--- src/bmac_pkg.sv ---
package bmac_pkg;

  // Command codes of the two word registers and of the rate register
  localparam logic [7:0]  CMD_TIME_THRESH   = 8'h02;
  localparam logic [7:0]  CMD_MODE_WORD     = 8'h03;
  localparam logic [7:0]  CMD_RATE          = 8'h04;

  // Mode word field positions
  localparam int          BIT_RELEARN       = 7;
  localparam int          BIT_ALARM_OFF     = 13;
  localparam int          BIT_CHARGE_OFF    = 14;
  localparam int          BIT_POWER_UNITS   = 15;

  // Reset values
  localparam logic [15:0] THRESH_RESET      = 16'h0000;
  localparam logic        RELEARN_RESET     = 1'b1;

  // Time base
  localparam int          REF_CLK_HZ        = 100_000_000;
  localparam int          TICK_PERIOD_S     = 1;
  localparam int          CYCLES_PER_TICK   = REF_CLK_HZ * TICK_PERIOD_S;

  // Broadcast inhibit lifetime: 60 ticks of a free-running second gives 59 to 60 s
  localparam int          INHIBIT_TIMEOUT_S = 60;
  localparam int          INHIBIT_TICKS     = INHIBIT_TIMEOUT_S / TICK_PERIOD_S;

  // Least spacing of alarm broadcasts; one extra tick covers the unknown tick phase
  localparam int          BCAST_SPACING_S   = 10;
  localparam int          SPACING_TICKS     = BCAST_SPACING_S / TICK_PERIOD_S + 1;

  // Cycle counts without a full-capacity update before relearn is requested
  localparam int          RELEARN_CYCLES    = 20;
  localparam int          TIMER_W           = 8;

endpackage

--- src/bmac_sec_tick.sv ---
`timescale 1ns/10ps
module bmac_sec_tick #(
  parameter int CYCLES = bmac_pkg::CYCLES_PER_TICK
) (
  // Clock and reset
  input  wire logic ref_clk_i,
  input  wire logic rst_n_i,
  // One-cycle tick once per period
  output logic      tick_o
);

  localparam int W = (CYCLES > 1) ? $clog2(CYCLES) : 1;

  logic [W-1:0] cnt_r;
  logic         tick_r;

  always_ff @(posedge ref_clk_i)
  begin
    if (!rst_n_i)
    begin
      cnt_r  <= '0;
      tick_r <= 1'b0;
    end
    else if (cnt_r == W'(CYCLES - 1))
    begin
      cnt_r  <= '0;
      tick_r <= 1'b1;
    end
    else
    begin
      cnt_r  <= cnt_r + 1'b1;
      tick_r <= 1'b0;
    end
  end

  assign tick_o = tick_r;

endmodule

--- src/bmac_sec_timer.sv ---
`timescale 1ns/10ps
module bmac_sec_timer #(
  parameter int TICKS = 10,
  parameter int W     = bmac_pkg::TIMER_W
) (
  // Clock and reset
  input  wire logic ref_clk_i,
  input  wire logic rst_n_i,
  // Control
  input  wire logic start_i,
  input  wire logic stop_i,
  input  wire logic tick_i,
  // Status
  output logic      busy_o,
  output logic      expire_o
);

  logic [W-1:0] cnt_r;
  logic         expire_r;

  always_ff @(posedge ref_clk_i)
  begin
    if (!rst_n_i)
      cnt_r <= '0;
    else if (start_i)
      cnt_r <= W'(TICKS);
    else if (stop_i)
      cnt_r <= '0;
    else if (tick_i && cnt_r != '0)
      cnt_r <= cnt_r - 1'b1;
  end

  always_ff @(posedge ref_clk_i)
  begin
    if (!rst_n_i)
      expire_r <= 1'b0;
    else
      expire_r <= tick_i && (cnt_r == W'(1)) && !start_i && !stop_i;
  end

  assign busy_o   = (cnt_r != '0);
  assign expire_o = expire_r;

endmodule

--- src/bmac_mode_alarm.sv ---
`timescale 1ns/10ps
// What this block does
// Flag time alarm and request broadcast when averaged time-to-empty falls below threshold.
// A zero threshold disables the time alarm.
// Threshold loads from stored configuration at init and holds until host writes.
// Threshold is a full-range unsigned 16-bit minutes word, read and written as word.
// Mode word upper byte is writable, lower byte is read-only.
// Mode bits 0 to 6 read zero and writes to bit 7 are ignored.
// Relearn bit sets on full reset or 20 cycles without update; clears on learn.
// Mode bits 8 to 12 have no function and read zero.
// While alarm-off bit is set, no alarm broadcast and no bus mastering.
// Each mode write restarts a 60 s timer whose expiry clears the alarm-off bit.
// Host must rewrite alarm-off at least every 59 s to keep broadcasts off.
// Successive alarm broadcasts are at least 10 s apart.
// With alarm-off clear, any alarm condition causes a broadcast to host and charger.
// Sleep entry clears alarm-off, charge-off and power-units bits.
// Alarm-off bit never affects charge-off bit or charging broadcasts.
// Charge-off bit set stops charging current and voltage broadcasts.
// Power-units bit selects 10 mW/10 mWh reporting, clear selects mA/mAh.
// Capacity values and dependent time and status values follow the unit selection.
// Unit change refreshes non-rate values now, rate values at rate write or tick.
// Inhibit timer runs from internal time base and is idle after reset.
module bmac_mode_alarm #(
  parameter int CYCLES_PER_TICK = bmac_pkg::CYCLES_PER_TICK
) (
  // Clock and reset
  input  wire logic        ref_clk_i,
  input  wire logic        rst_n_i,
  // Command port from the SMBus transaction layer
  input  wire logic        cmd_valid_i,
  input  wire logic        cmd_write_i,
  input  wire logic [7:0]  cmd_code_i,
  input  wire logic [15:0] cmd_wdata_i,
  output logic             cmd_hit_o,
  output logic             rd_valid_o,
  output logic [15:0]      rd_data_o,
  // Stored configuration
  input  wire logic        cfg_load_i,
  input  wire logic [15:0] cfg_thresh_i,
  // Gauge events
  input  wire logic [15:0] avg_tte_i,
  input  wire logic        full_reset_i,
  input  wire logic        cycle_count_inc_i,
  input  wire logic        fcc_update_i,
  input  wire logic        learn_done_i,
  input  wire logic        sleep_enter_i,
  input  wire logic        other_alarm_i,
  // Broadcast control
  output logic             alarm_req_o,
  output logic             time_alarm_flag_o,
  output logic             bus_master_en_o,
  output logic             charge_bcast_en_o,
  // Unit selection
  output logic             power_units_o,
  output logic             units_changed_o,
  output logic             rate_refresh_o
);

  function automatic logic is_cmd(input logic [7:0] code, input logic [7:0] target);
    is_cmd = (code == target);
  endfunction

  logic [15:0] thresh_r;
  logic        relearn_r;
  logic        alarm_off_r;
  logic        charge_off_r;
  logic        power_units_r;
  logic [4:0]  cyc_cnt_r;
  logic        time_alarm_r;
  logic        rd_valid_r;
  logic [15:0] rd_data_r;
  logic        units_changed_r;
  logic        rate_pend_r;
  logic        rate_refresh_r;
  logic        tick;
  logic        inhibit_busy;
  logic        inhibit_expire;
  logic        holdoff_busy;
  logic        wr_thresh;
  logic        wr_mode;
  logic        wr_rate;
  logic        send;
  logic [15:0] mode_word;
  logic        power_units_nxt;

  assign wr_thresh = cmd_valid_i && cmd_write_i && is_cmd(cmd_code_i, bmac_pkg::CMD_TIME_THRESH);
  assign wr_mode   = cmd_valid_i && cmd_write_i && is_cmd(cmd_code_i, bmac_pkg::CMD_MODE_WORD);
  assign wr_rate   = cmd_valid_i && cmd_write_i && is_cmd(cmd_code_i, bmac_pkg::CMD_RATE);
  assign cmd_hit_o = cmd_valid_i && (is_cmd(cmd_code_i, bmac_pkg::CMD_TIME_THRESH)
                                  || is_cmd(cmd_code_i, bmac_pkg::CMD_MODE_WORD));

  // Time base and timers
  bmac_sec_tick #(
    .CYCLES (CYCLES_PER_TICK)
  ) u_tick (
    .ref_clk_i (ref_clk_i),
    .rst_n_i   (rst_n_i),
    .tick_o    (tick)
  );

  bmac_sec_timer #(
    .TICKS (bmac_pkg::INHIBIT_TICKS)
  ) u_inhibit (
    .ref_clk_i (ref_clk_i),
    .rst_n_i   (rst_n_i),
    .start_i   (wr_mode && !sleep_enter_i),
    .stop_i    (sleep_enter_i),
    .tick_i    (tick),
    .busy_o    (inhibit_busy),
    .expire_o  (inhibit_expire)
  );

  bmac_sec_timer #(
    .TICKS (bmac_pkg::SPACING_TICKS)
  ) u_holdoff (
    .ref_clk_i (ref_clk_i),
    .rst_n_i   (rst_n_i),
    .start_i   (send),
    .stop_i    (1'b0),
    .tick_i    (tick),
    .busy_o    (holdoff_busy),
    .expire_o  ()
  );

  // Remaining-time threshold
  always_ff @(posedge ref_clk_i)
  begin
    if (!rst_n_i)
      thresh_r <= bmac_pkg::THRESH_RESET;
    else if (wr_thresh)
      thresh_r <= cmd_wdata_i;
    else if (cfg_load_i)
      thresh_r <= cfg_thresh_i;
  end

  // Time alarm condition
  always_ff @(posedge ref_clk_i)
  begin
    if (!rst_n_i)
      time_alarm_r <= 1'b0;
    else
      time_alarm_r <= (thresh_r != 16'h0000) && (avg_tte_i < thresh_r);
  end

  // Relearn request
  always_ff @(posedge ref_clk_i)
  begin
    if (!rst_n_i)
      cyc_cnt_r <= '0;
    else if (fcc_update_i || full_reset_i)
      cyc_cnt_r <= '0;
    else if (cycle_count_inc_i)
    begin
      if (cyc_cnt_r == 5'(bmac_pkg::RELEARN_CYCLES - 1))
        cyc_cnt_r <= '0;
      else
        cyc_cnt_r <= cyc_cnt_r + 5'h01;
    end
  end

  always_ff @(posedge ref_clk_i)
  begin
    if (!rst_n_i)
      relearn_r <= bmac_pkg::RELEARN_RESET;
    else if (full_reset_i || (cycle_count_inc_i && !fcc_update_i
             && cyc_cnt_r == 5'(bmac_pkg::RELEARN_CYCLES - 1)))
      relearn_r <= 1'b1;
    else if (learn_done_i)
      relearn_r <= 1'b0;
  end

  // Writable mode bits; sleep wins over a write in the same cycle
  always_ff @(posedge ref_clk_i)
  begin
    if (!rst_n_i)
      alarm_off_r <= 1'b0;
    else if (sleep_enter_i)
      alarm_off_r <= 1'b0;
    else if (wr_mode)
      alarm_off_r <= cmd_wdata_i[bmac_pkg::BIT_ALARM_OFF];
    else if (inhibit_expire)
      alarm_off_r <= 1'b0;
  end

  always_ff @(posedge ref_clk_i)
  begin
    if (!rst_n_i)
      charge_off_r <= 1'b0;
    else if (sleep_enter_i)
      charge_off_r <= 1'b0;
    else if (wr_mode)
      charge_off_r <= cmd_wdata_i[bmac_pkg::BIT_CHARGE_OFF];
  end

  always_comb
  begin
    power_units_nxt = power_units_r;
    if (sleep_enter_i)
      power_units_nxt = 1'b0;
    else if (wr_mode)
      power_units_nxt = cmd_wdata_i[bmac_pkg::BIT_POWER_UNITS];
  end

  always_ff @(posedge ref_clk_i)
  begin
    if (!rst_n_i)
      power_units_r <= 1'b0;
    else
      power_units_r <= power_units_nxt;
  end

  // Unit change refresh requests
  always_ff @(posedge ref_clk_i)
  begin
    if (!rst_n_i)
      units_changed_r <= 1'b0;
    else
      units_changed_r <= (power_units_nxt != power_units_r);
  end

  always_ff @(posedge ref_clk_i)
  begin
    if (!rst_n_i)
      rate_pend_r <= 1'b0;
    else if (power_units_nxt != power_units_r)
      rate_pend_r <= 1'b1;
    else if (wr_rate || tick)
      rate_pend_r <= 1'b0;
  end

  always_ff @(posedge ref_clk_i)
  begin
    if (!rst_n_i)
      rate_refresh_r <= 1'b0;
    else
      rate_refresh_r <= rate_pend_r && (wr_rate || tick);
  end

  // Mode word assembly; bits 0-6 and 8-12 read zero
  always_comb
  begin
    mode_word                            = 16'h0000;
    mode_word[bmac_pkg::BIT_RELEARN]     = relearn_r;
    mode_word[bmac_pkg::BIT_ALARM_OFF]   = alarm_off_r;
    mode_word[bmac_pkg::BIT_CHARGE_OFF]  = charge_off_r;
    mode_word[bmac_pkg::BIT_POWER_UNITS] = power_units_r;
  end

  // Word reads answer one cycle later
  always_ff @(posedge ref_clk_i)
  begin
    if (!rst_n_i)
    begin
      rd_valid_r <= 1'b0;
      rd_data_r  <= 16'h0000;
    end
    else if (cmd_valid_i && !cmd_write_i && is_cmd(cmd_code_i, bmac_pkg::CMD_TIME_THRESH))
    begin
      rd_valid_r <= 1'b1;
      rd_data_r  <= thresh_r;
    end
    else if (cmd_valid_i && !cmd_write_i && is_cmd(cmd_code_i, bmac_pkg::CMD_MODE_WORD))
    begin
      rd_valid_r <= 1'b1;
      rd_data_r  <= mode_word;
    end
    else
      rd_valid_r <= 1'b0;
  end

  // Alarm broadcast to host and charger
  assign send = (time_alarm_r || other_alarm_i) && !alarm_off_r && !holdoff_busy;

  assign alarm_req_o       = send;
  assign time_alarm_flag_o = time_alarm_r;
  assign bus_master_en_o   = !alarm_off_r;
  assign charge_bcast_en_o = !charge_off_r;
  assign power_units_o     = power_units_r;
  assign units_changed_o   = units_changed_r;
  assign rate_refresh_o    = rate_refresh_r;
  assign rd_valid_o        = rd_valid_r;
  assign rd_data_o         = rd_data_r;
endmodule

--- config.mk ---
export PLATFORM = sky130hd
export DESIGN_NAME = bmac_mode_alarm
export DESIGN_NICKNAME = d
export VERILOG_FILES = /design/src/bmac_pkg.sv /design/src/bmac_sec_tick.sv /design/src/bmac_sec_timer.sv /design/src/bmac_mode_alarm.sv
export SDC_FILE = /design/constraint.sdc
export NUM_CORES = 1
export LEC_CHECK = 0
export BUFFER_PORTS_ARGS = -buffer_cell sky130_fd_sc_hd__buf_2
export CORE_MARGIN = 3
export CORE_UTILIZATION = 35
export DETAILED_ROUTE_END_ITERATION = 10
export PLACE_DENSITY = 0.52
export SYNTH_ARGS = -nofsm -noshare
export SYNTH_HDL_FRONTEND = slang
export SYNTH_SLANG_ARGS = --single-unit
--- constraint.sdc ---
create_clock -name ref_clk_i -period 4.6 [get_ports ref_clk_i]
set_input_delay 0.92 -clock ref_clk_i [delete_from_list [all_inputs] [get_ports ref_clk_i]]
set_output_delay 0.92 -clock ref_clk_i [all_outputs]
set_load 0.03 [all_outputs]
==> flow_metrics.py <==
metrics = {
    "finish": {
        "syn2layout_area_growth_pct": 19.8,
        "diodes": 0,
        "seqCellArea_um2": 1820,
        "instances_no_fill": 770,
        "drive_gt1_frac": 0.213,
        "final_nets": 686,
        "design_area_um2": 5400,
        "n_fill_cell": 1284,
        "multi_input_area_um2": 2470,
    },
    "timing": {
        "period_share": 0.684,
        "hold_violations": 0,
        "fmax_mhz": 318,
        "fin_crit_ns": 3.15,
        "worst_pin_slew_ns": 0.895,
        "rsz0062_at_grt": "no",
        "slew_violations": 0,
        "setup_viol": 0,
        "fin_setup_tns_ns": 0,
        "slew_headroom": 0.398,
        "finalClockSkew_ns": 0.00797,
    },
    "placed_design": {
        "dpl_cell_area_um2": 5080,
        "io_buffers": 91,
        "dp.cells": 754,
        "dp_hpwl_um": 8240,
        "place.gp.congestion": 0.804,
    },
    "global_route": {
        "grt_pass1_vias": 3676,
        "grt_pass1_wl_um": 18100,
        "grt_antenna_before_repair": 0,
        "grt_use_total": 0.160,
        "grt_max_degree": 33,
        "grt-ovfl-total": 0,
    },
    "synthesis": {
        "synth_area_leaders": "dfxtp_1 40%, ha_1 6.1%, nor2_1 5.4%, xor2_1 4.7%, a21oi_1 4.3%",
        "synth_edf_count": 0,
        "async_flop_share": 0,
        "synth_flop_cell": "dfxtp_1",
        "yosysMostFrequentCell": "dfxtp_1",
        "syn_nets": 603,
        "seq_area_frac_synth": 0.405,
        "synthTopCellsByCount": "91 x dfxtp_1, 65 x nor2_1, 43 x nand2_1",
        "ys_ff_latch": 91,
        "synth.distinct_cells": 46,
        "syn_inst": 514,
        "synth_area_per_cell_um2": 8.76,
        "yosysWarnings": 0,
        "synth_top_cell_area_share": 0.405,
        "syn-cell-area_um2": 4500,
        "synth.largest_area_cell": "dfxtp_1",
    },
    "hold_path": {
        "hp-class": "reg2reg",
    },
    "clocking": {
        "cts-htree-levels": 3,
        "clock_latency_ns": 0.35,
        "cts_setup_buffers": 0,
        "cts_sinks": 91,
        "cts-hold-fix-buffers": 0,
        "clkTransAtPathRegs_ns": 0.06,
        "cts_buffer_depth": 2,
        "cts_tree": "done",
        "cts-resized-gates": 0,
        "numCtsBuffers": 9,
        "cts-root-buf": "clkbuf_16",
    },
    "pwr": {
        "p_leak_nw": 2.29,
        "finalPower_mw": 1.78,
        "power.density_nw_per_um2": 331,
        "vdd_ir_drop_max_mv": 0.281,
    },
    "route": {
        "vias": 3842,
        "route.final.wire_length_um": 11000,
        "routedWlPerCell_um": 14.3,
        "drc": 0,
        "drtPass1Iterations": 4,
        "drtAntennaViolNets": 0,
        "vias_per_cell": 4.99,
        "drt_iter0_drc": 155,
    },
    "critical_path": {
        "critPathCaptureType": "primary output",
        "cp_data_arrival_time_ns": 2.23,
        "worstSetupPathType": "in2out",
        "critPathLaunchType": "input pin",
        "path_max_fanout": 4,
        "ff2ff_setup_slack_ns": 2.47,
        "cp.required_ns": 3.68,
    },
    "floorplan": {
        "initial_utilization": 0.366,
        "die_area_um2": 14300,
        "chipHeight_um": 119,
        "die_x_um": 119,
        "rows": 40,
        "ioPinCount": 92,
        "coreArea_um2": 12300,
    },
    "status": {
        "status": "finished, final reports clean",
    },
    "run": {
        "drv_cap": 0,
    },
}
through the flow:
stage | setup WS (ns) | util | hold slack, ns
2_1_floorplan | 1.63 | - | 0.410
3_3_place_gp | 1.47 | 0.412 | 0.422
3_5_place_dp | 1.46 | 0.412 | 0.430
4_1_cts | 1.45 | 0.438 | 0.447
5_1_grt | 1.37 | 0.438 | 0.461
6_report | 1.45 | 0.438 | 0.446
routing by layer:
layer,GRT usage,share of wire
met1,0.208,0.48
met2,0.255,0.44
met3,0.0432,0.051
met4,0.0558,0.024
met5,0,0
layout make-up:
cell class	count	share of cell area
multi-input combinational	374	0.458
sequential	91	0.338
timing repair buffer	93	0.0872
clock buffer	9	0.0417
tap	168	0.0390
inverter	28	0.0195
clock inverter	7	0.0172
critical path, stage by stage:
cell     delay (ns)
buf_2          0.10
or4b_4         0.55
nor4b_4        0.38
buf_2          0.28
where the power goes:
group	switching, mW	internal (mW)	leakage, nW	total [mW]
clock network	0.319	0.474	0.147	0.793
logic	0.0995	0.0747	1.40	0.174
registers	0.0128	0.804	0.738	0.817
total	0.432	1.35	2.29	1.78
registers in the layout, summed over array words and instances (netlist names):
| register | count |
|---|---|
| alarm_off_r | 1 |
| charge_off_r | 1 |
| cyc_cnt_r | 5 |
| power_units_o | 1 |
| rate_pend_r | 1 |
| rate_refresh_o | 1 |
| rd_data_o | 16 |
| rd_valid_o | 1 |
| relearn_r | 1 |
| thresh_r | 16 |
| time_alarm_flag_o | 1 |
| u_holdoff.cnt_r | 8 |
| u_inhibit.cnt_r | 8 |
| u_inhibit.expire_o | 1 |
| u_tick.cnt_r | 27 |
| u_tick.tick_o | 1 |
| units_changed_o | 1 |
cells by family after synthesis:
| family | Yosys count | synth area share |
|---|---|---|
| adders and majority gates | 22 | 0.0611 |
| xor gates and xnor gates | 36 | 0.0700 |
| AOI/OAI and AO/OA | 82 | 0.137 |
| buffers and inverters | 49 | 0.0467 |
| muxes | 9 | 0.0200 |
| DFF | 91 | 0.405 |
| and+or+nand+nor | 225 | 0.260 |
cells in the final DEF (no fill, tap or decap), types with 3 or more instances in the layout:
cell / Yosys / routed
a211oi_1: 4 / 4
a21oi_1: 39 / 39
and3_1: 10 / 10
buf_2: 3 / 91
clkbuf_16: 0 / 9
clkinvlp_4: 0 / 3
dfxtp_1: 91 / 91
ha_1: 22 / 22
inv_1: 28 / 28
mux2i_1: 9 / 9
nand2_1: 43 / 43
nand2b_1: 6 / 6
nand3_1: 23 / 23
nand3b_1: 3 / 3
nand4_1: 15 / 15
nand4b_1: 4 / 4
nor2_1: 65 / 65
nor2b_1: 3 / 3
nor3_1: 12 / 12
nor3b_1: 3 / 3
nor4_1: 12 / 12
o211a_1: 14 / 14
o211ai_2: 12 / 12
o21ai_0: 3 / 3
or3_1: 13 / 13
xnor2_1: 12 / 12
xor2_1: 24 / 24
path summary, 6_finish.rpt:
| kind | endpoint | depth (start not counted) | startpoint |
|---|---|---|---|
| setup / recovery | cmd_hit_o | 4 | cmd_code_i[3] |
| hold / removal | rd_data_o[9]$_SDFFE_PN0P_ | 2 | rd_data_o[9]$_SDFFE_PN0P_ |
| setup reg to reg | u_tick.cnt_r[18]$_SDFF_PP0_ | 5 | u_tick.cnt_r[17]$_SDFF_PP0_ |
| hold reg to reg | rd_data_o[9]$_SDFFE_PN0P_ | 2 | rd_data_o[9]$_SDFFE_PN0P_ |
Power figures use the tool's default switching activity.
